[config.mk]
export PLATFORM = sky130hd
export DESIGN_NAME = character_output_transfer
export DESIGN_NICKNAME = d
export VERILOG_FILES = /design/src/inc/cot_pkg.sv /design/src/core/character_output_transfer.sv
export VERILOG_INCLUDE_DIRS = /design/src /design/src/inc
export SDC_FILE = /design/constraint.sdc
export NUM_CORES = 1
export LEC_CHECK = 0
export BUFFER_PORTS_ARGS = -buffer_cell sky130_fd_sc_hd__buf_2
export CAP_MARGIN = 20
export CORE_MARGIN = 5
export CORE_UTILIZATION = 29
export CTS_CLUSTER_DIAMETER = 80
export DETAILED_ROUTE_END_ITERATION = 10
export PLACE_DENSITY_LB_ADDON = 0.12
export SLEW_MARGIN = 30
export SYNTH_ARGS = -nofsm -noshare
export SYNTH_HDL_FRONTEND = slang
export SYNTH_SLANG_ARGS = --single-unit
[constraint.sdc]
create_clock -name mclk -period 3.05 [get_ports mclk]
set_input_delay 0.305 -clock mclk [delete_from_list [all_inputs] [get_ports mclk]]
set_output_delay 0.305 -clock mclk [all_outputs]
set_load 0.02 [all_outputs]
[src/inc/cot_regs.svh]
`ifndef COT_REGS_SVH
`define COT_REGS_SVH

// ****************************************
// Storage layout and digit codes
// ****************************************
`define MEM_TOP      16'hEA5F
`define MOD_SIZE     16'h4E20
`define DG_RM        4'hA
`define DG_BLANK     4'hC
`define DG_GM        4'hF

// ****************************************
// Unit geometry and timing
// ****************************************
`define CARD_COLS    8'h50
`define PRT_NARROW   8'h78
`define PRT_WIDE     8'h90
`define CLK_NS       40
`define PRT_LOAD_NS  2100000
`define CARD_LOAD_NS 1700000
`define PRT_LOAD_CYC  (`PRT_LOAD_NS / `CLK_NS)
`define CARD_LOAD_CYC (`CARD_LOAD_NS / `CLK_NS)
// Busy cycles of one position, taken off the pace wait
`define DUMP_STEP_CYC  3'h3
`define ALPHA_STEP_CYC 3'h5
`define FILL_STEP_CYC  3'h1

`endif

[src/inc/cot_pkg.sv]
package cot_pkg;

    // ****************************************
    // Types
    // ****************************************
    typedef enum logic [2:0] {
        U_TAPE = 3'h0,
        U_TYPE = 3'h1,
        U_CARD = 3'h2,
        U_PRT  = 3'h3,
        U_PLOT = 3'h4
    } unit_t;

    typedef enum logic [1:0] {
        K_DATA  = 2'h0,
        K_EOL   = 2'h1,
        K_BLANK = 2'h2
    } kind_t;

    typedef enum logic [5:0] {
        S_IDLE = 6'h01,
        S_READ = 6'h02,
        S_TAKE = 6'h04,
        S_PUSH = 6'h08,
        S_FILL = 6'h10,
        S_EOL  = 6'h20
    } state_t;

    typedef struct packed {
        state_t          state;
        logic            dump;
        unit_t           unit;
        logic            wide;
        logic [15:0]     addr;
        logic [15:0]     mod_end;
        logic [3:0]      zone;
        logic            phase;
        kind_t           kind;
        logic [7:0]      data;
        logic [7:0]      pos;
        logic            past_end;
        logic [15:0]     pace;
        logic [2:0]      sync;
        logic            rel;
        logic [1:0][9:0] fifo;
        logic [1:0]      cnt;
        logic            wp;
        logic            rp;
        logic            done;
    } st_t;

endpackage

[src/core/character_output_transfer.sv]
`timescale 1ns/1ns
`include "cot_regs.svh"

module character_output_transfer #(
    parameter int PRT_LOAD_CYC  = `PRT_LOAD_CYC,
    parameter int CARD_LOAD_CYC = `CARD_LOAD_CYC
) (
    // Clock and reset
    input  wire logic            mclk,
    input  wire logic            rst_n,
    // Instruction start
    input  wire logic            start,
    input  wire logic            op_dump,
    input  wire cot_pkg::unit_t  unit,
    input  wire logic            wide_prt,
    input  wire logic [15:0]     start_addr,
    output logic                 busy,
    output logic                 done,
    // Operator release key pin
    input  wire logic            release_key,
    // Core storage read port, data one cycle after mem_rd
    output logic                 mem_rd,
    output logic [15:0]          mem_addr,
    input  wire logic [4:0]      mem_digit,
    // Character stream to the selected unit
    output logic                 out_valid,
    input  wire logic            out_ready,
    output cot_pkg::kind_t       out_kind,
    output logic [7:0]           out_data
);
    import cot_pkg::*;

    st_t s;
    st_t next_s;

    // ****************************************
    // Helpers
    // ****************************************

    // Step upward through storage, top wraps to zero
    // Every sequencer read after the first goes through here, dump and alpha alike
    function automatic logic [15:0] step(input logic [15:0] a);
        step = (a == `MEM_TOP) ? 16'h0000 : 16'(a + 16'h0001);
    endfunction

    // Last address of the module holding a
    // Only plain dumps stop there; card and printer dumps run past it
    function automatic logic [15:0] mod_last(input logic [15:0] a);
        if (a < `MOD_SIZE) begin
            mod_last = 16'(`MOD_SIZE - 16'h0001);
        end else if (a < 16'(`MOD_SIZE * 2)) begin
            mod_last = 16'(`MOD_SIZE * 2 - 1);
        end else begin
            mod_last = `MEM_TOP;
        end
    endfunction

    // Printer line length
    function automatic logic [7:0] width(input logic w);
        width = w ? `PRT_WIDE : `PRT_NARROW;
    endfunction

    // Wait between buffer positions, less the cycles that the reads and
    // the push of one position take themselves, so a whole card or print
    // line lands in the load time; punch, typewriter and plotter are
    // paced by ready alone
    function automatic logic [15:0] pace_of(input unit_t u, input logic w,
                                            input logic [2:0] ovh);
        logic [15:0] per;
        if (u == U_CARD) begin
            per = 16'(CARD_LOAD_CYC / 80);
        end else if (u == U_PRT) begin
            per = w ? 16'(PRT_LOAD_CYC / 144)
                    : 16'(PRT_LOAD_CYC / 120);
        end else begin
            per = 16'h0000;
        end
        // A period shorter than the overhead leaves no wait at all
        pace_of = (per > {13'h0, ovh}) ? 16'(per - {13'h0, ovh})
                                       : 16'h0000;
    endfunction

    // Dump character: digit with flag, printer gets graphic codes
    // Codes with no printer graphic come out as a space
    function automatic logic [7:0] dump_char(input logic [4:0] d,
                                             input logic prt);
        logic       f;
        logic [3:0] c;
        f = d[4];
        c = d[3:0];
        dump_char = {3'h0, d};
        if (prt) begin
            if (c == `DG_BLANK) begin
                dump_char = f ? 8'h2A : 8'h40;
            end else if (c == `DG_RM) begin
                dump_char = f ? 8'h57 : 8'h23;
            end else if (c == `DG_GM) begin
                dump_char = f ? 8'h58 : 8'h47;
            end else if (c > 4'h9) begin
                dump_char = 8'h20;
            end else if (!f) begin
                dump_char = 8'(8'h30 + c);
            end else if (c == 4'h0) begin
                dump_char = 8'h2D;
            end else begin
                dump_char = 8'(8'h49 + c);
            end
        end
    endfunction

    // ****************************************
    // Outputs
    // ****************************************

    // Buffer head and status straight from state
    // done may lead busy while the buffer still drains
    assign out_valid = (s.cnt != 2'h0);
    assign out_kind  = kind_t'(s.fifo[s.rp][9:8]);
    assign out_data  = s.fifo[s.rp][7:0];
    assign mem_addr  = s.addr;
    assign mem_rd    = (s.state == S_READ) && !s.rel && (s.pace == 16'h0000);
    assign busy      = (s.state != S_IDLE) || out_valid;
    assign done      = s.done;

    // ****************************************
    // Next state
    // ****************************************

    // Sequencer, release synchroniser and two-entry buffer
    always_comb begin
        logic       push;
        logic [9:0] word;
        logic       pop;
        logic       last;
        logic       fin;
        logic       term;
        logic [7:0] npos;
        push   = 1'b0;
        word   = 10'h000;
        fin    = 1'b0;
        next_s = s;
        next_s.done = 1'b0;
        pop  = out_valid && out_ready;
        npos = 8'(s.pos + 8'h01);
        term = (mem_digit[3:0] == `DG_RM) || (mem_digit[3:0] == `DG_GM);
        last = 1'b0;

        // Release key: count a change once the later stages agree
        // so a bouncing key never flickers the release flag
        next_s.sync = {s.sync[1:0], release_key};
        if (s.sync[1] == s.sync[2]) begin
            next_s.rel = s.sync[2];
        end
        if (s.pace != 16'h0000) begin
            next_s.pace = 16'(s.pace - 16'h0001);
        end

        unique case (s.state)
            S_IDLE: begin
                // A start outside idle is ignored, but one while the buffer still drains is taken; callers wait for busy low
                if (start) begin
                    next_s.state    = S_READ;
                    next_s.dump     = op_dump;
                    next_s.unit     = unit;
                    next_s.wide     = wide_prt;
                    next_s.mod_end  = mod_last(start_addr);
                    next_s.pos      = 8'h00;
                    next_s.past_end = 1'b0;
                    next_s.phase    = 1'b0;
                    next_s.pace     = 16'h0000;
                    // Alpha pair begins at the zone digit below P
                    next_s.addr = op_dump ? start_addr
                                          : 16'(start_addr - 16'h0001);
                end
            end
            S_READ: begin
                // Release is honoured only between reads
                if (s.rel) begin
                    fin = 1'b1;
                end else if (s.pace == 16'h0000) begin
                    next_s.state = S_TAKE;
                end
            end
            S_TAKE: begin
                // Digit asked for in the last cycle stands on mem_digit now
                next_s.addr = step(s.addr);
                if (s.dump) begin
                    if (s.addr == s.mod_end) begin
                        next_s.past_end = 1'b1;
                    end
                    next_s.kind  = K_DATA;
                    next_s.data  = dump_char(mem_digit, s.unit == U_PRT);
                    next_s.state = S_PUSH;
                end else if (!s.phase) begin
                    next_s.zone  = mem_digit[3:0];
                    next_s.phase = 1'b1;
                    next_s.state = S_READ;
                end else begin
                    next_s.phase = 1'b0;
                    if (term && s.unit != U_CARD) begin
                        if (s.unit == U_TAPE || s.unit == U_TYPE) begin
                            next_s.state = S_EOL;
                        end else if (s.unit == U_PRT) begin
                            next_s.state = S_FILL;
                        end else begin
                            fin = 1'b1;
                        end
                    end else begin
                        next_s.kind  = K_DATA;
                        // Flags dropped, storage untouched
                        next_s.data  = {s.zone, mem_digit[3:0]};
                        next_s.state = S_PUSH;
                    end
                end
            end
            S_PUSH: begin
                // A full buffer parks the sequencer here; nothing is lost
                if (s.cnt != 2'h2) begin
                    push = 1'b1;
                    word = {s.kind, s.data};
                    next_s.pos   = npos;
                    next_s.pace  = pace_of(s.unit, s.wide,
                                           s.dump ? `DUMP_STEP_CYC
                                                  : `ALPHA_STEP_CYC);
                    next_s.state = S_READ;
                    if (s.unit == U_CARD) begin
                        last = (npos == `CARD_COLS);
                        if (last) begin
                            next_s.pos = 8'h00;
                        end
                        // Dump ends only on a full card
                        if (last && (!s.dump || s.past_end)) begin
                            fin = 1'b1;
                        end
                    end else if (s.unit == U_PRT) begin
                        if (npos == width(s.wide)) begin
                            fin = 1'b1;
                        end
                    end else if (s.dump && s.past_end) begin
                        if (s.unit == U_TAPE) begin
                            next_s.state = S_EOL;
                        end else begin
                            fin = 1'b1;
                        end
                    end
                end
            end
            S_FILL: begin
                // Rest of the print line goes out as blanks
                if (s.pos == width(s.wide)) begin
                    fin = 1'b1;
                end else if (s.cnt != 2'h2 && s.pace == 16'h0000) begin
                    push = 1'b1;
                    word = {K_BLANK, 8'h20};
                    next_s.pos  = npos;
                    next_s.pace = pace_of(s.unit, s.wide, `FILL_STEP_CYC);
                end
            end
            S_EOL: begin
                // End-of-line is a word of its own, then the unit is let go
                if (s.cnt != 2'h2) begin
                    push = 1'b1;
                    word = {K_EOL, 8'h00};
                    fin  = 1'b1;
                end
            end
            default: begin
                // An illegal one-hot code falls back to idle
                next_s.state = S_IDLE;
            end
        endcase

        if (fin) begin
            next_s.state = S_IDLE;
            next_s.done  = 1'b1;
        end

        // Buffer bookkeeping; a full buffer holds the sequencer
        // A push and a pop in one cycle leave the count as it was
        if (push) begin
            next_s.fifo[s.wp] = word;
            next_s.wp = ~s.wp;
        end
        if (pop) begin
            next_s.rp = ~s.rp;
        end
        next_s.cnt = 2'(s.cnt + {1'b0, push} - {1'b0, pop});
    end

    // ****************************************
    // State register
    // ****************************************

    // Synchronous reset to idle with an empty buffer
    // Cleared sync stages make a key held through reset look new
    always_ff @(posedge mclk) begin
        if (!rst_n) begin
            s       <= '0;
            s.state <= S_IDLE;
        end else begin
            s <= next_s;
        end
    end

endmodule

==> results of run 1 <==
## cell type report
| type | count | area [um2] | area share, % |
|---|---|---|---|
| inverter | 29 | 109 | 1.51 |
| multi-input combinational | 641 | 3970 | 54.9 |
| tap | 280 | 350 | 4.85 |
| clock inverter | 7 | 76.3 | 1.06 |
| timing repair buffer | 86 | 495 | 6.85 |
| clock buffer | 9 | 225 | 3.12 |
| sequential | 100 | 2000 | 27.7 |
## per-layer routing
| metal | track usage (%) | routed length (um) | vias up |
|---|---|---|---|
| met5 | 0 | 0 | - |
| met4 | 4.10 | 364 | 0 |
| met3 | 2.94 | 596 | 16 |
| met2 | 25.3 | 9160 | 86 |
| met1 | 22.9 | 9990 | 2930 |
| li1 | - | - | 3078 |
## cell families (layout without fill, tap and decap cells)
kind of cell / count (synthesis) / count (layout) / share of synthesized area [%]
flops: 100 / 100 / 31.4
fa+ha+maj: 14 / 14 / 2.75
xor+xnor: 37 / 37 / 5.08
simple gates: 338 / 338 / 27.9
buf+inv: 84 / 131 / 6.34
mux: 18 / 18 / 3.06
compound gates: 234 / 234 / 23.4
## flip-flops by register name, indices dropped and copies added, names as in the netlist
register and count:
next_s 2, done 1, s 81, mem_addr 16
## stage by stage
step | worst slack (ns) | cells | hold slack [ns] | power, uW | utilization [%]
global route | 0.0607 | 1152 | 0.171 | 4870 | 33.2
global placement | 0.543 | 1136 | 0.444 | 3420 | 31.8
CTS | 0.233 | 1152 | 0.156 | 4600 | 33.2
detailed placement | 0.525 | 1136 | 0.436 | 3390 | 31.8
floorplan | 0.384 | 825 | 0.412 | 2940 | -
finish | 0.281 | 1152 | 0.158 | 4550 | 33.2
## cells in the final DEF, fill, tap and decap left out, drive strengths merged, types with 7 or more instances in the layout
master  instances
ha             14
nand2b          8
nor2b           7
and3            8
a211oi          8
nor3b           9
or2            10
o221ai          7
o22ai          10
nor4           16
o21ai          58
or3            12
nand3b          9
xor2           17
buf            86
dfxtp         100
nand2          86
and2            8
mux2           12
nand3          41
o211ai          7
inv            33
o31ai           7
a31oi          13
nor2           68
xnor2          20
clkbuf          9
nor3           32
a21oi          80
nand4           7
## synth_stat cells, types with 13 or more instances
cell type	n
dfxtp_1	100
nand2_1	84
a21oi_1	78
nor2_1	67
o21ai_0	53
nand3_1	41
inv_1	29
nor3_1	29
clkbuf_1	25
xnor2_1	20
buf_4	18
xor2_1	17
ha_1	14
nor4_1	14
a31oi_1	13
## worst max-delay path, stage by stage (launching register included)
cell and delay, ns:
dfxtp_1 0.34, inv_1 0.06, ha_1 0.24, or3b_2 0.47
nor2_1 0.25, nand2_1 0.27, nor3b_1 0.27, buf_2 0.20
## worst max path at each step
stage | endpoint | slack (ns) | cells past startpoint
after global routing | mem_rd | 0.06 | 7
after floorplan | s[4] | 0.38 | 12
after CTS | mem_rd | 0.23 | 7
after detailed placement | s[50] | 0.52 | 7
final | mem_rd | 0.28 | 7
after global placement | s[50] | 0.54 | 7
## where the power goes
group          leakage [uW]  switching (uW)  internal [uW]
combinational       0.00170            1030            708
clock              0.000142             603            585
sequential         0.000812             183           1440
total               0.00266            1820           2730
==> results_dict.tcl, run 1 <==
set metrics [dict create \
    netlist.area_leader.share_pct 31.4 \
    wirelength_um 20100 \
    crit_required_ns 2.74 \
    p_leak_uw 0.00266 \
    synthArstFlopShare_pct 0 \
    ir_drop_mv 0.271 \
    antenna_found_initial 0 \
    yosysTopAreaCell "dfxtp_1" \
    syn_nets 870 \
    cts.sinks 100 \
    cts_buffer_depth 2 \
    tns_ns 0 \
    critPathKind "reg2out" \
    finalCritPeriodShare_pct 90.8 \
    rsz0062_at_grt "no" \
    critPathArrivalTime_ns 2.46 \
    syn_area_um2 6380 \
    routedWlPerCell_um 17.5 \
    ys_seq_area_share_pct 31.4 \
    reg2reg_slack_ns 0.50 \
    critical_path.startpoint "s[29]" \
    hold_viol 0 \
    synth_ff_type "dfxtp_1" \
    rows 54 \
    start_util_pct 29.3 \
    holdPathEnd "next_s[27]" \
    pin_count 61 \
    setup_violations 0 \
    drt_iter0_drc 296 \
    placed_cell_area_um2 6930 \
    hp-start "release_key" \
    post-route-drc-count 0 \
    design_area_um2 7230 \
    cts_hold_buf 0 \
    worst_pin_slew_ns 0.810 \
    drive_above_1_share_pct 16.6 \
    p_per_area_nw_per_um2 629 \
    max_freq_ghz 0.361 \
    ys_top_cells_by_area "dfxtp_1 (31%), a21oi_1 (6.1%), nand2_1 (4.9%), o21ai_0 (4.2%), nor2_1 (3.9%)" \
    vias 6110 \
    end_kind "output pin" \
    grt_pass1_vias 5795 \
    min_path_cells 2 \
    relSlewSlack_pct 45.2 \
    r2r-end "s[50]" \
    clock_latency_ns 0.37 \
    clk_pin_slew_worst_paths_ns 0.08 \
    syn_area_per_cell_um2 7.73 \
    grt-ovfl-total 0 \
    io_buffers 60 \
    synth_cells 825 \
    firstDrtPassIters 4 \
    detail-route-antenna-nets 0 \
    final_nets 912 \
    place_congestion 0.817 \
    worstPathMaxFanout 7 \
    syn_to_final_growth_pct 13.4 \
    synth_seq_cells 100 \
    design.core.area_um2 21800 \
    cts_tree "yes" \
    slew_violations 0 \
    finalCriticalPeriod_ns 2.77 \
    cap_violations 0 \
    synth.distinct_cells 75 \
    grt_max_degree 55 \
    grt_pass1_wl_um 32100 \
    start_kind "flip-flop" \
    cts-buffers-inserted 9 \
    hpwl_um 15000 \
    dieWidth_um 158 \
    postCtsSetupBuffers 0 \
    n_fill_cell 2383 \
    ctsResizeCount 0 \
    dieHeight_um 158 \
    crit-reg2reg-launch "s[109]" \
    hold_class "in2reg" \
    status "finished, final reports clean" \
    cts_root_buf "clkbuf_16" \
    ys_warn_count 0 \
    reg2regPathDepth 7 \
    fin_skew_ns 0.0153 \
    grt_usage_pct 16.1 \
    htreeDepth 3 \
    drt-vias-per-instance 5.30 \
    antenna_cells 0 \
    synth_edf_count 0 \
    dieArea_um2 25100 \
]
(Power assumes the default switching activity.)
==> inputs of run 2 (changes only) <==
--- a/config.mk
+++ b/config.mk
@@ -10,6 +10,7 @@
 export CAP_MARGIN = 20
 export CORE_MARGIN = 5
 export CORE_UTILIZATION = 29
+export CTS_BUF_LIST = sky130_fd_sc_hd__clkbuf_8
 export CTS_CLUSTER_DIAMETER = 80
 export DETAILED_ROUTE_END_ITERATION = 10
 export PLACE_DENSITY_LB_ADDON = 0.12
==> run 2 against run 1 <==
Compared with the run above:
- clock skew increased by 0.0052 ns
- via count about the same
- non-clock buffer count stayed put
- clock-buffer cell count stayed put
- worst hold slack got worse by 0.031 ns
- setup slack better by 0.024 ns
- critical path depth is the same
- sequential share of layout area rose by 0.38 points
- critical path type unchanged
- highest routed layer unchanged
==> results_dict.tcl, run 2 (synthesis results as in run 1) <==
set metrics [dict create \
    multi_input_area_um2 3970 \
    start_kind "flip-flop" \
    regMostFlops "s" \
    r2r-end "s[50]" \
    relSlewSlack_pct 45.6 \
    reg2reg_slack_ns 0.52 \
    internal_power_uw 2470 \
    critical_path.startpoint "s[29]" \
    cts_buffer_depth 2 \
    cp_cell_sequence "inv_1 > ha_1 > or3b_2 > nor2_1 > nand2_2 > nor3b_1 > buf_2" \
    syn_to_final_growth_pct 11.8 \
    status "finished, final reports clean" \
    place_ws_ns 0.525 \
    grt_usage_pct 16.1 \
    dieWidth_um 158 \
    drt-vias-per-instance 5.30 \
    crit-reg2reg-launch "s[109]" \
    largest_reg_flops 81 \
    seq_power_share_pct 38.0 \
    cts_tree "yes" \
    tns_ns 0 \
    finalCriticalPeriod_ns 2.74 \
    antenna_found_initial 0 \
    pin_count 61 \
    routedWlPerCell_um 17.4 \
    critPathCapture "mem_rd" \
    max_freq_ghz 0.364 \
    detail-route-antenna-nets 0 \
    n_fill_cell 2403 \
    p_leak_uw 0.00261 \
    clkPwrFrac_pct 20.8 \
    end_kind "output pin" \
    p_per_area_nw_per_um2 597 \
    drt_iter0_drc 267 \
    clk_pin_slew_worst_paths_ns 0.11 \
    hold_viol 0 \
    path_buf_inv 2 \
    cts_hold_buf 0 \
    htreeDepth 3 \
    reg2regPathDepth 7 \
    slew_violations 0 \
    cp_num_cells 7 \
    crit_path_max_incr_delay_ns 0.47 \
    io_buffers 60 \
    wirelength_um 20000 \
    setup_slack_ns 0.305 \
    rows 54 \
    fin_skew_ns 0.0205 \
    worstPathMaxFanout 7 \
    antenna_cells 0 \
    cts-buffers-inserted 9 \
    final_cell_mix "dfxtp_1 (100), nand2_1 (83), a21oi_1 (78), nor2_1 (67), buf_2 (60)" \
    ctsResizeCount 0 \
    rsz0062_at_grt "no" \
    worst_pin_slew_ns 0.804 \
    ir_drop_mv 0.281 \
    vias 6104 \
    setup_violations 0 \
    final_common_cell "dfxtp_1" \
    grt_max_degree 55 \
    grt_pass1_wl_um 32100 \
    postCtsSetupBuffers 0 \
    hpwl_um 15000 \
    cts_root_buf "clkbuf_8" \
    final_nets 912 \
    cts.sinks 100 \
    dieArea_um2 25100 \
    final-seq-area_um2 2000 \
    grt-ovfl-total 0 \
    grt_pass1_vias 5779 \
    crit_required_ns 2.74 \
    start_util_pct 29.3 \
    place_congestion 0.817 \
    critPathKind "reg2out" \
    path_delay_family "simple AND/OR/NAND/NOR gates" \
    firstDrtPassIters 5 \
    post-route-drc-count 0 \
    dieHeight_um 158 \
    design.core.area_um2 21800 \
    cp_slowest_cell "or3b_2" \
    clock_latency_ns 0.40 \
    hold_class "in2reg" \
    finalCritPeriodShare_pct 90.0 \
    power.switching_uw 1780 \
    cap_violations 0 \
    drive_above_1_share_pct 16.7 \
    p_sw_share_pct 41.9 \
    p_comb_share_pct 41.1 \
    critPathArrivalTime_ns 2.44 \
]
==> run 2: changes by cell type in the layout (fill, tap and decap cells not counted) <==
cell       delta
nand2_1       -1
clkbuf_8      +9
nand2_2       +1
clkbuf_16     -9
==> run 2: final cells by class <==
| cell class | instances | share of cell area (%) |
|---|---|---|
| clock buffers | 9 | 1.74 |
| inverters | 29 | 1.53 |
| clock inverters | 7 | 1.07 |
| flip-flops and latches | 100 | 28.1 |
| multi-input cells | 641 | 55.7 |
| repair buffers | 86 | 6.95 |
| well taps | 280 | 4.91 |
==> run 2: worst min-delay path by stage <==
stage	cells past startpoint	start	to	slack, ns
2_1_floorplan	1	next_s[27]	next_s[28]	0.41
5_1_grt	2	release_key	next_s[27]	0.12
4_1_cts	2	release_key	next_s[27]	0.11
6_report	2	release_key	next_s[27]	0.13
3_3_place_gp	2	s[8]	s[8]	0.44
3_5_place_dp	1	next_s[27]	next_s[28]	0.44
==> run 2: stage by stage <==
stage	std cells	cell area (um2)	total power [uW]	hold slack, ns	util [%]
global placement	1136	6930	3420	0.444	31.8
CTS	1152	7130	4310	0.108	32.8
detailed placement	1136	6930	3390	0.436	31.8
floorplan	825	6380	2940	0.412	-
finish	1152	7130	4260	0.127	32.8
global route	1152	7130	4590	0.117	32.8
==> run 2: worst reg2reg max path, cell delays in order (launching register included) <==
cell and delay [ns]:
dfxtp_1 0.42, or4_1 0.58, nor3_1 0.54, buf_4 0.23
or3_1 0.17, a2bb2oi_2 0.10, buf_4 0.22, o221ai_1 0.20
==> run 2: metal layers <==
metal / track usage, % / up-vias / part of all wire (%)
li1: - / 3079 / -
met1: 23.0 / 2912 / 50
met2: 25.2 / 95 / 45
met3: 2.94 / 18 / 2.9
met4: 3.74 / 0 / 1.7
met5: 0 / - / 0
==> run 2: power by group through the flow <==
stage          clock (uW)  combinational [uW]  sequential, uW
4_1_cts               932                1750            1620
2_1_floorplan           0                1370            1570
5_1_grt               981                1960            1650
6_report              886                1750            1620
3_5_place_dp            0                1740            1650
3_3_place_gp            0                1760            1650
